File: src/design/irq_unit_pkg.sv
// Constants and carrier types for the vectored interrupt unit
package irq_unit_pkg;
  localparam int PC_W          = 14;
  localparam int PAGE_WORDS    = 128;
  localparam int VEC_PAGE      = 1;
  localparam int NUM_SRC       = 4;
  localparam int SRC_EXT       = 0;
  localparam int SRC_TA        = 1;
  localparam int SRC_TB        = 2;
  localparam int SRC_TC        = 3;
  localparam logic [6:0] OFF_EXT = 7'h00;
  localparam logic [6:0] OFF_TA  = 7'h04;
  localparam logic [6:0] OFF_TB  = 7'h06;
  localparam logic [6:0] OFF_TC  = 7'h08;
  localparam int LAT_SHORT     = 2;
  localparam int LAT_LONG      = 3;
  localparam int CTRL_A_EXT    = 0;
  localparam int CTRL_A_TA     = 2;
  localparam int CTRL_A_TB     = 3;
  localparam int CTRL_B_TC     = 0;
  localparam logic [3:0] CTRL_RESET = 4'h0;
  localparam logic [3:0] NO_SRC     = 4'h0;

  typedef struct packed {
    logic       enable_irq_instr;
    logic       disable_irq_instr;
    logic       instr_done;
    logic       multi_cycle;
    logic       write_ctrl_a;
    logic       write_ctrl_b;
    logic [3:0] ctrl_data;
    logic [3:0] skip_test;
  } seq_cmd_t;

  typedef struct packed {
    logic            valid;
    logic [3:0]      source;
    logic [PC_W-1:0] vector;
  } entry_t;

  typedef enum logic [2:0] {
    ST_IDLE  = 3'b001,
    ST_WAIT  = 3'b010,
    ST_ENTER = 3'b100
  } entry_state_t;
endpackage

File: src/design/irq_context_store.sv
// One-stage context store for interrupt entry, registered read port
`timescale 1ns/1ps
module irq_context_store #(
  parameter int WIDTH = 16
) (
  input  wire logic             clk_i,
  input  wire logic             rst_i,
  input  wire logic             save_i,
  input  wire logic [WIDTH-1:0] data_i,
  output logic      [WIDTH-1:0] data_o
);
  logic [WIDTH-1:0] store;

  always_ff @(posedge clk_i)
  begin
    if (rst_i)
      store <= '0;
    else if (save_i)
      store <= data_i;
  end

  always_ff @(posedge clk_i)
  begin
    if (rst_i)
      data_o <= '0;
    else
      data_o <= store;
  end
endmodule

File: src/design/vectored_interrupt_unit.sv
// Vectored interrupt unit: request flags, enables, priority and vector entry
// What this block does
// - Take interrupt only with global enable, source enable and request all set.
// - Enable instruction sets global enable; disable instruction clears it.
// - Taking any interrupt clears global enable until enable instruction again.
// - Each enable bit selects interrupt use or skip-test use of its flag.
// - Source activation sets its request flag.
// - Flag clears when its interrupt taken or its skip succeeds.
// - Flags set even when interrupts are disabled.
// - Flags hold until cleared; pending flag interrupts once enabled.
// - Fixed priority: external, timer a, timer b, timer c.
// - Vectors at page 1 words 0, 4, 6, 8.
// - Entry loads program counter with serviced source vector.
// - Vector address is page times 128 plus offset.
// - Enable bit 1 blocks skip; enable bit 0 allows skip.
// - Entry 2 cycles after conditions, 3 during multi-cycle instruction.
// - Entry pushes return address and saves context into one-stage store.
// - Enable instruction effective only after one more instruction.
`timescale 1ns/1ps
module vectored_interrupt_unit #(
  parameter int CTX_W = 16
) (
  input  wire logic                          REF_CLK_I,
  input  wire logic                          RESET_I,
  input  wire logic                          EXT_IRQ_PIN_I,
  input  wire logic                          EXT_RISING_SEL_I,
  input  wire logic [2:0]                    TIMER_UNDERFLOW_I,
  input  wire irq_unit_pkg::seq_cmd_t        SEQ_CMD_I,
  input  wire logic [irq_unit_pkg::PC_W-1:0] RETURN_ADDR_I,
  input  wire logic [CTX_W-1:0]              CONTEXT_I,
  output irq_unit_pkg::entry_t               ENTRY_O,
  output logic                               RETURN_PUSH_O,
  output logic [irq_unit_pkg::PC_W-1:0]      RETURN_ADDR_O,
  output logic [CTX_W-1:0]                   CONTEXT_O,
  output logic                               SKIP_RESULT_O,
  output logic                               GLOBAL_IRQ_ENABLE_FLAG_O,
  output logic [3:0]                         REQUEST_FLAGS_O,
  output logic [3:0]                         IRQ_CONTROL_REG_A_O,
  output logic [3:0]                         IRQ_CONTROL_REG_B_O
);
  logic [1:0] ext_sync;
  logic       ext_prev;
  logic       ext_irq_request_flag;
  logic       timer_a_request_flag;
  logic       timer_b_request_flag;
  logic       timer_c_request_flag;
  logic       global_irq_enable_flag;
  logic       enable_pending;
  logic [3:0] irq_control_reg_a;
  logic [3:0] irq_control_reg_b;
  logic [3:0] request;
  logic [3:0] enables;
  logic [3:0] eligible;
  logic [3:0] winner;
  logic [3:0] served;
  logic [3:0] skip_clear;
  logic [3:0] set_event;
  logic       ext_edge;
  logic [1:0] wait_cnt;
  logic [1:0] next_wait_cnt;
  logic       take;
  irq_unit_pkg::entry_state_t state;
  irq_unit_pkg::entry_state_t next_state;

  function automatic logic [3:0] pick_highest(input logic [3:0] req);
    pick_highest = irq_unit_pkg::NO_SRC;
    for (int i = irq_unit_pkg::NUM_SRC - 1; i >= 0; i--)
      if (req[i])
        pick_highest = 4'(1 << i);
  endfunction

  function automatic logic [irq_unit_pkg::PC_W-1:0] vector_of(input logic [3:0] src);
    logic [6:0] off;
    off = irq_unit_pkg::OFF_EXT;
    case (1'b1)
      src[irq_unit_pkg::SRC_TA]: off = irq_unit_pkg::OFF_TA;
      src[irq_unit_pkg::SRC_TB]: off = irq_unit_pkg::OFF_TB;
      src[irq_unit_pkg::SRC_TC]: off = irq_unit_pkg::OFF_TC;
      default:                   off = irq_unit_pkg::OFF_EXT;
    endcase
    vector_of = irq_unit_pkg::PC_W'(irq_unit_pkg::VEC_PAGE * irq_unit_pkg::PAGE_WORDS)
              + irq_unit_pkg::PC_W'(off);
  endfunction

  // Pin crosses into the machine clock through two flops
  always_ff @(posedge REF_CLK_I)
  begin
    if (RESET_I)
      ext_sync <= 2'h0;
    else
      ext_sync <= {ext_sync[0], EXT_IRQ_PIN_I};
  end

  always_ff @(posedge REF_CLK_I)
  begin
    if (RESET_I)
      ext_prev <= 1'b0;
    else
      ext_prev <= ext_sync[1];
  end

  assign ext_edge  = EXT_RISING_SEL_I ? (ext_sync[1] & ~ext_prev) : (~ext_sync[1] & ext_prev);
  assign set_event = {TIMER_UNDERFLOW_I, ext_edge};
  assign request   = {timer_c_request_flag, timer_b_request_flag, timer_a_request_flag, ext_irq_request_flag};
  assign enables   = {irq_control_reg_b[irq_unit_pkg::CTRL_B_TC], irq_control_reg_a[irq_unit_pkg::CTRL_A_TB],
                      irq_control_reg_a[irq_unit_pkg::CTRL_A_TA], irq_control_reg_a[irq_unit_pkg::CTRL_A_EXT]};
  assign eligible  = request & enables & {4{global_irq_enable_flag}};
  assign winner    = pick_highest(eligible);
  // Skip only tests flags whose enable bit is 0
  assign skip_clear = SEQ_CMD_I.skip_test & request & ~enables;
  assign take       = (state == irq_unit_pkg::ST_ENTER);
  assign served     = take ? ENTRY_O.source : irq_unit_pkg::NO_SRC;

  // Set beats clear so a same-cycle event is never lost
  always_ff @(posedge REF_CLK_I)
  begin
    if (RESET_I)
    begin
      ext_irq_request_flag <= 1'b0;
      timer_a_request_flag <= 1'b0;
      timer_b_request_flag <= 1'b0;
      timer_c_request_flag <= 1'b0;
    end
    else
    begin
      ext_irq_request_flag <= set_event[irq_unit_pkg::SRC_EXT] |
        (ext_irq_request_flag & ~served[irq_unit_pkg::SRC_EXT] & ~skip_clear[irq_unit_pkg::SRC_EXT]);
      timer_a_request_flag <= set_event[irq_unit_pkg::SRC_TA] |
        (timer_a_request_flag & ~served[irq_unit_pkg::SRC_TA] & ~skip_clear[irq_unit_pkg::SRC_TA]);
      timer_b_request_flag <= set_event[irq_unit_pkg::SRC_TB] |
        (timer_b_request_flag & ~served[irq_unit_pkg::SRC_TB] & ~skip_clear[irq_unit_pkg::SRC_TB]);
      timer_c_request_flag <= set_event[irq_unit_pkg::SRC_TC] |
        (timer_c_request_flag & ~served[irq_unit_pkg::SRC_TC] & ~skip_clear[irq_unit_pkg::SRC_TC]);
    end
  end

  always_ff @(posedge REF_CLK_I)
  begin
    if (RESET_I)
      SKIP_RESULT_O <= 1'b0;
    else
      SKIP_RESULT_O <= |skip_clear;
  end

  always_ff @(posedge REF_CLK_I)
  begin
    if (RESET_I)
    begin
      irq_control_reg_a <= irq_unit_pkg::CTRL_RESET;
      irq_control_reg_b <= irq_unit_pkg::CTRL_RESET;
    end
    else
    begin
      if (SEQ_CMD_I.write_ctrl_a)
        irq_control_reg_a <= SEQ_CMD_I.ctrl_data;
      if (SEQ_CMD_I.write_ctrl_b)
        irq_control_reg_b <= SEQ_CMD_I.ctrl_data;
    end
  end

  // Enable waits for one more finished instruction
  always_ff @(posedge REF_CLK_I)
  begin
    if (RESET_I)
      enable_pending <= 1'b0;
    else if (SEQ_CMD_I.disable_irq_instr || take)
      enable_pending <= 1'b0;
    else if (SEQ_CMD_I.enable_irq_instr)
      enable_pending <= 1'b1;
    else if (SEQ_CMD_I.instr_done)
      enable_pending <= 1'b0;
  end

  always_ff @(posedge REF_CLK_I)
  begin
    if (RESET_I)
      global_irq_enable_flag <= 1'b0;
    else if (take || SEQ_CMD_I.disable_irq_instr)
      global_irq_enable_flag <= 1'b0;
    else if (enable_pending && SEQ_CMD_I.instr_done && !SEQ_CMD_I.enable_irq_instr)
      global_irq_enable_flag <= 1'b1;
  end

  // Entry sequencing: latency counted from the first cycle conditions hold
  always_comb
  begin
    next_state    = state;
    next_wait_cnt = wait_cnt;
    case (state)
      irq_unit_pkg::ST_IDLE:
      begin
        if (|eligible)
        begin
          next_state    = irq_unit_pkg::ST_WAIT;
          next_wait_cnt = SEQ_CMD_I.multi_cycle ? 2'(irq_unit_pkg::LAT_LONG - 2)
                                                : 2'(irq_unit_pkg::LAT_SHORT - 2);
        end
      end
      irq_unit_pkg::ST_WAIT:
      begin
        if (wait_cnt == 2'h0)
          next_state = irq_unit_pkg::ST_ENTER;
        else
          next_wait_cnt = wait_cnt - 2'h1;
      end
      irq_unit_pkg::ST_ENTER:
        next_state = irq_unit_pkg::ST_IDLE;
      default:
        next_state = irq_unit_pkg::ST_IDLE;
    endcase
  end

  always_ff @(posedge REF_CLK_I)
  begin
    if (RESET_I)
    begin
      state    <= irq_unit_pkg::ST_IDLE;
      wait_cnt <= 2'h0;
    end
    else
    begin
      state    <= next_state;
      wait_cnt <= next_wait_cnt;
    end
  end

  // Winner is frozen when the wait starts; later flags wait their turn
  always_ff @(posedge REF_CLK_I)
  begin
    if (RESET_I)
      ENTRY_O <= '0;
    else
    begin
      ENTRY_O.valid <= (next_state == irq_unit_pkg::ST_ENTER);
      if (state == irq_unit_pkg::ST_IDLE && |eligible)
      begin
        ENTRY_O.source <= winner;
        ENTRY_O.vector <= vector_of(winner);
      end
    end
  end

  always_ff @(posedge REF_CLK_I)
  begin
    if (RESET_I)
    begin
      RETURN_PUSH_O <= 1'b0;
      RETURN_ADDR_O <= '0;
    end
    else
    begin
      RETURN_PUSH_O <= (next_state == irq_unit_pkg::ST_ENTER);
      if (next_state == irq_unit_pkg::ST_ENTER)
        RETURN_ADDR_O <= RETURN_ADDR_I;
    end
  end

  irq_context_store #(
    .WIDTH (CTX_W)
  ) u_ctx (
    .clk_i  (REF_CLK_I),
    .rst_i  (RESET_I),
    .save_i (next_state == irq_unit_pkg::ST_ENTER),
    .data_i (CONTEXT_I),
    .data_o (CONTEXT_O)
  );

  always_ff @(posedge REF_CLK_I)
  begin
    if (RESET_I)
    begin
      GLOBAL_IRQ_ENABLE_FLAG_O <= 1'b0;
      REQUEST_FLAGS_O          <= 4'h0;
      IRQ_CONTROL_REG_A_O      <= irq_unit_pkg::CTRL_RESET;
      IRQ_CONTROL_REG_B_O      <= irq_unit_pkg::CTRL_RESET;
    end
    else
    begin
      GLOBAL_IRQ_ENABLE_FLAG_O <= global_irq_enable_flag;
      REQUEST_FLAGS_O          <= request;
      IRQ_CONTROL_REG_A_O      <= irq_control_reg_a;
      IRQ_CONTROL_REG_B_O      <= irq_control_reg_b;
    end
  end
endmodule

File: config.mk
export PLATFORM = sky130hd
export DESIGN_NAME = vectored_interrupt_unit
export DESIGN_NICKNAME = d
export VERILOG_FILES = /design/src/design/irq_unit_pkg.sv /design/src/design/irq_context_store.sv /design/src/design/vectored_interrupt_unit.sv
export SDC_FILE = /design/constraint.sdc
export NUM_CORES = 1
export LEC_CHECK = 0
export BUFFER_PORTS_ARGS = -buffer_cell sky130_fd_sc_hd__buf_2
export CAP_MARGIN = 20
export CORE_MARGIN = 5
export CORE_UTILIZATION = 48
export DETAILED_ROUTE_END_ITERATION = 8
export PLACE_DENSITY = 0.88
export SLEW_MARGIN = 30
export SYNTH_ARGS = -nofsm -noshare
export SYNTH_HDL_FRONTEND = slang
export SYNTH_SLANG_ARGS = --single-unit
File: constraint.sdc
create_clock -name REF_CLK_I -period 1.95 [get_ports REF_CLK_I]
set_input_delay 0.195 -clock REF_CLK_I [delete_from_list [all_inputs] [get_ports REF_CLK_I]]
set_output_delay 0.195 -clock REF_CLK_I [all_outputs]
set_load 0.02 [all_outputs]
==> flow_summary.ini <==
[synth]
synthTopCellsByArea = dfxtp_1 58%, nand2_1 8.9%, a21oi_1 6.2%
netlist_area_mm2 = 0.00314
synth_seq_cells = 91
ys_async_sr_fraction_pct = 0
synth_top_area_share_pct = 58.1
yosys_warnings = 0
ys_top_cells_by_count = 91 x dfxtp_1, 74 x nand2_1, 39 x a21oi_1
synth_area_leader_cell = dfxtp_1
syn_inst = 337
synthDistinctLibCells = 35
synth_edf_count = 0
syn_avg_cell_area_um2 = 9.30
synth_seq_area_share_pct = 58.1
yosysMostFrequentCell = dfxtp_1
yosys_most_used_dff = dfxtp_1

[grt]
grt_pass1_vias = 2413
grt_use_total_pct = 16.1
grt_pass1_wl_mm = 10.9
grt_max_degree = 46
grt_overflow = 0
grt_antenna_before_repair = 0

[power]
p_leak_uw = 0.00172
p_per_area_mw_per_mm2 = 866
ir_worst_vdd_mv = 0.570

[sta]
hold_viol_final = 0
slew_violations = 0
fmax_mhz = 587
fin_crit_ns = 1.70
rsz0062_at_grt = false
tightest_slew_ns = 0.507
slew_headroom_pct = 66.2
setup_tns_ns = 0
setup_viol = 0
clock_skew_ns = 0.00729
timing.final.crit_share_pct = 87.3

[cells_and_area]
final_area_mm2 = 0.00391
drive_gt1_share_pct = 30.0
antennaDiodeCount = 0
area_delta_synth_final_pct = 24.8
fin_nets = 491
fin_cells = 521
post-route-util_pct = 61.6

[route]
first_pass_iters = 4
vias = 2528
drt_iter0_drc = 68
routedWlPerCell_um = 12.8
antenna_left = 0
drc = 0
vias_per_cell = 4.85
wirelength_mm = 6.68

[min_path]
holdCritPathClass = in2reg

[critical_path]
slowest_stage = or4b_4
arrival_ns = 1.92
critical_path_class = reg2reg
worst_ep_required_time_ns = 2.17
path_cells = inv_1, ha_1, or4b_4, a22oi_1, a211oi_2
crit_fanout = 5
critPathTopFamily = simple AND/OR/NAND/NOR gates
cpPeakStageDelay_ns = 0.58
endpoint_kind = flop
path_buf_inv = 1
start_kind = flop

[floorplanning]
die_height_um = 90.8
dieArea_mm2 = 0.00825
row_count = 29
core_mm2 = 0.00635
ios = 115
dieWidth_um = 90.8
initial_core_util_pct = 49.4

[clock_tree]
cts_buffers = 9
post_cts_buffers = 0
cts_max_level = 3
clk_pin_slew_ns = 0.09
insertion_delay_ns = 0.35
root_buffer = clkbuf_8
clock-sinks = 91
clk_path_buf_depth = 2
cts_tree = done

[placement]
placed_cell_area_mm2 = 0.00369
dp_cells = 504
hpwl_mm = 4.91
routabilityCongestion = 0.804
numPortBuffers = 104

[flow_run]
cap_violations = 0

[run_status]
status = completed
worst paths after layout:
path	cells after the start	end	start	slack, ns
setup / recovery	5	wait_cnt[0]	wait_cnt[0]	0.25
hold / removal	3	timer_a_request_flag	TIMER_UNDERFLOW_I[0]	0.05
setup reg to reg	5	wait_cnt[0]	wait_cnt[0]	0.25
hold reg to reg	1	ext_sync[1]	ext_sync[0]	0.45
cell families (layout without fill, tap and decap cells):
| group | after synthesis | count (layout) | share of synthesized area (%) |
|---|---|---|---|
| simple gates | 146 | 146 | 23.0 |
| fa+ha+maj | 1 | 1 | 0.399 |
| flops | 91 | 91 | 58.1 |
| mux | 8 | 8 | 2.55 |
| other cells | 1 | 10 | 0.120 |
| buf+inv | 36 | 134 | 5.79 |
| compound gates | 54 | 54 | 10.0 |
stage by stage:
step	setup WS [ns]	hold slack (ns)	power (uW)
CTS	0.267	0.0335	3430
finish	0.247	0.0493	3390
floorplan	0.428	0.274	2060
global route	0.236	0.0591	3530
detailed placement	0.286	0.376	2130
global placement	0.398	0.378	2120
registers in the layout, summed over array words and instances, names as in the netlist, 4 cells and up:
register and count:
u_ctx.data_o 16, u_ctx.store 16, RETURN_ADDR_O 14, ENTRY_O 8, IRQ_CONTROL_REG_A_O 4, IRQ_CONTROL_REG_B_O 4
REQUEST_FLAGS_O 4, irq_control_reg_a 4, irq_control_reg_b 4
where the power goes:
group	internal (uW)	switching, uW
clock network	667	635
registers	1890	19.2
logic	79.7	104
what timing repair did:
item,in CTS,in global routing
hold buffers,1,0
gates resized for setup,0,0
hold endpoints to repair,1,0
cells in the final DEF (no fill, tap or decap), types with 2 or more instances in the layout:
cell,count
dfxtp_1,91
nand2_1,74
nand4_1,2
clkbuf_8,11
a31oi_1,6
mux2i_1,8
inv_1,6
a22o_1,2
buf_4,6
nand3_1,2
or3b_2,2
nor2b_1,31
conb_1,10
nand3b_1,6
nor2_1,17
nand2b_1,4
a21oi_1,39
buf_2,104
worst register-to-register path: stages, from the launching register on:
cell      delay, ns
dfxtp_1        0.37
inv_1          0.08
ha_1           0.23
or4b_4         0.58
a22oi_1        0.22
a211oi_2       0.10
routing by layer:
layer	GRT usage (%)	share of wire, %	up-vias
met1	17.7	40	1142
met3	5.42	8.7	11
met2	27.9	50	93
li1	-	-	1282
met5	0	0	-
met4	7.09	1.5	0
final cells by class:
type | instances | area [um^2]
Fill cell | 534 | 2440
Sequential cell | 91 | 1820
Multi-Input combinational cell | 219 | 1170
Timing Repair Buffer | 112 | 596
Clock buffer | 11 | 151
Tap cell | 77 | 96.3
Clock inverter | 5 | 60.1
Inverter | 6 | 22.5
(Power assumes the default switching activity.)
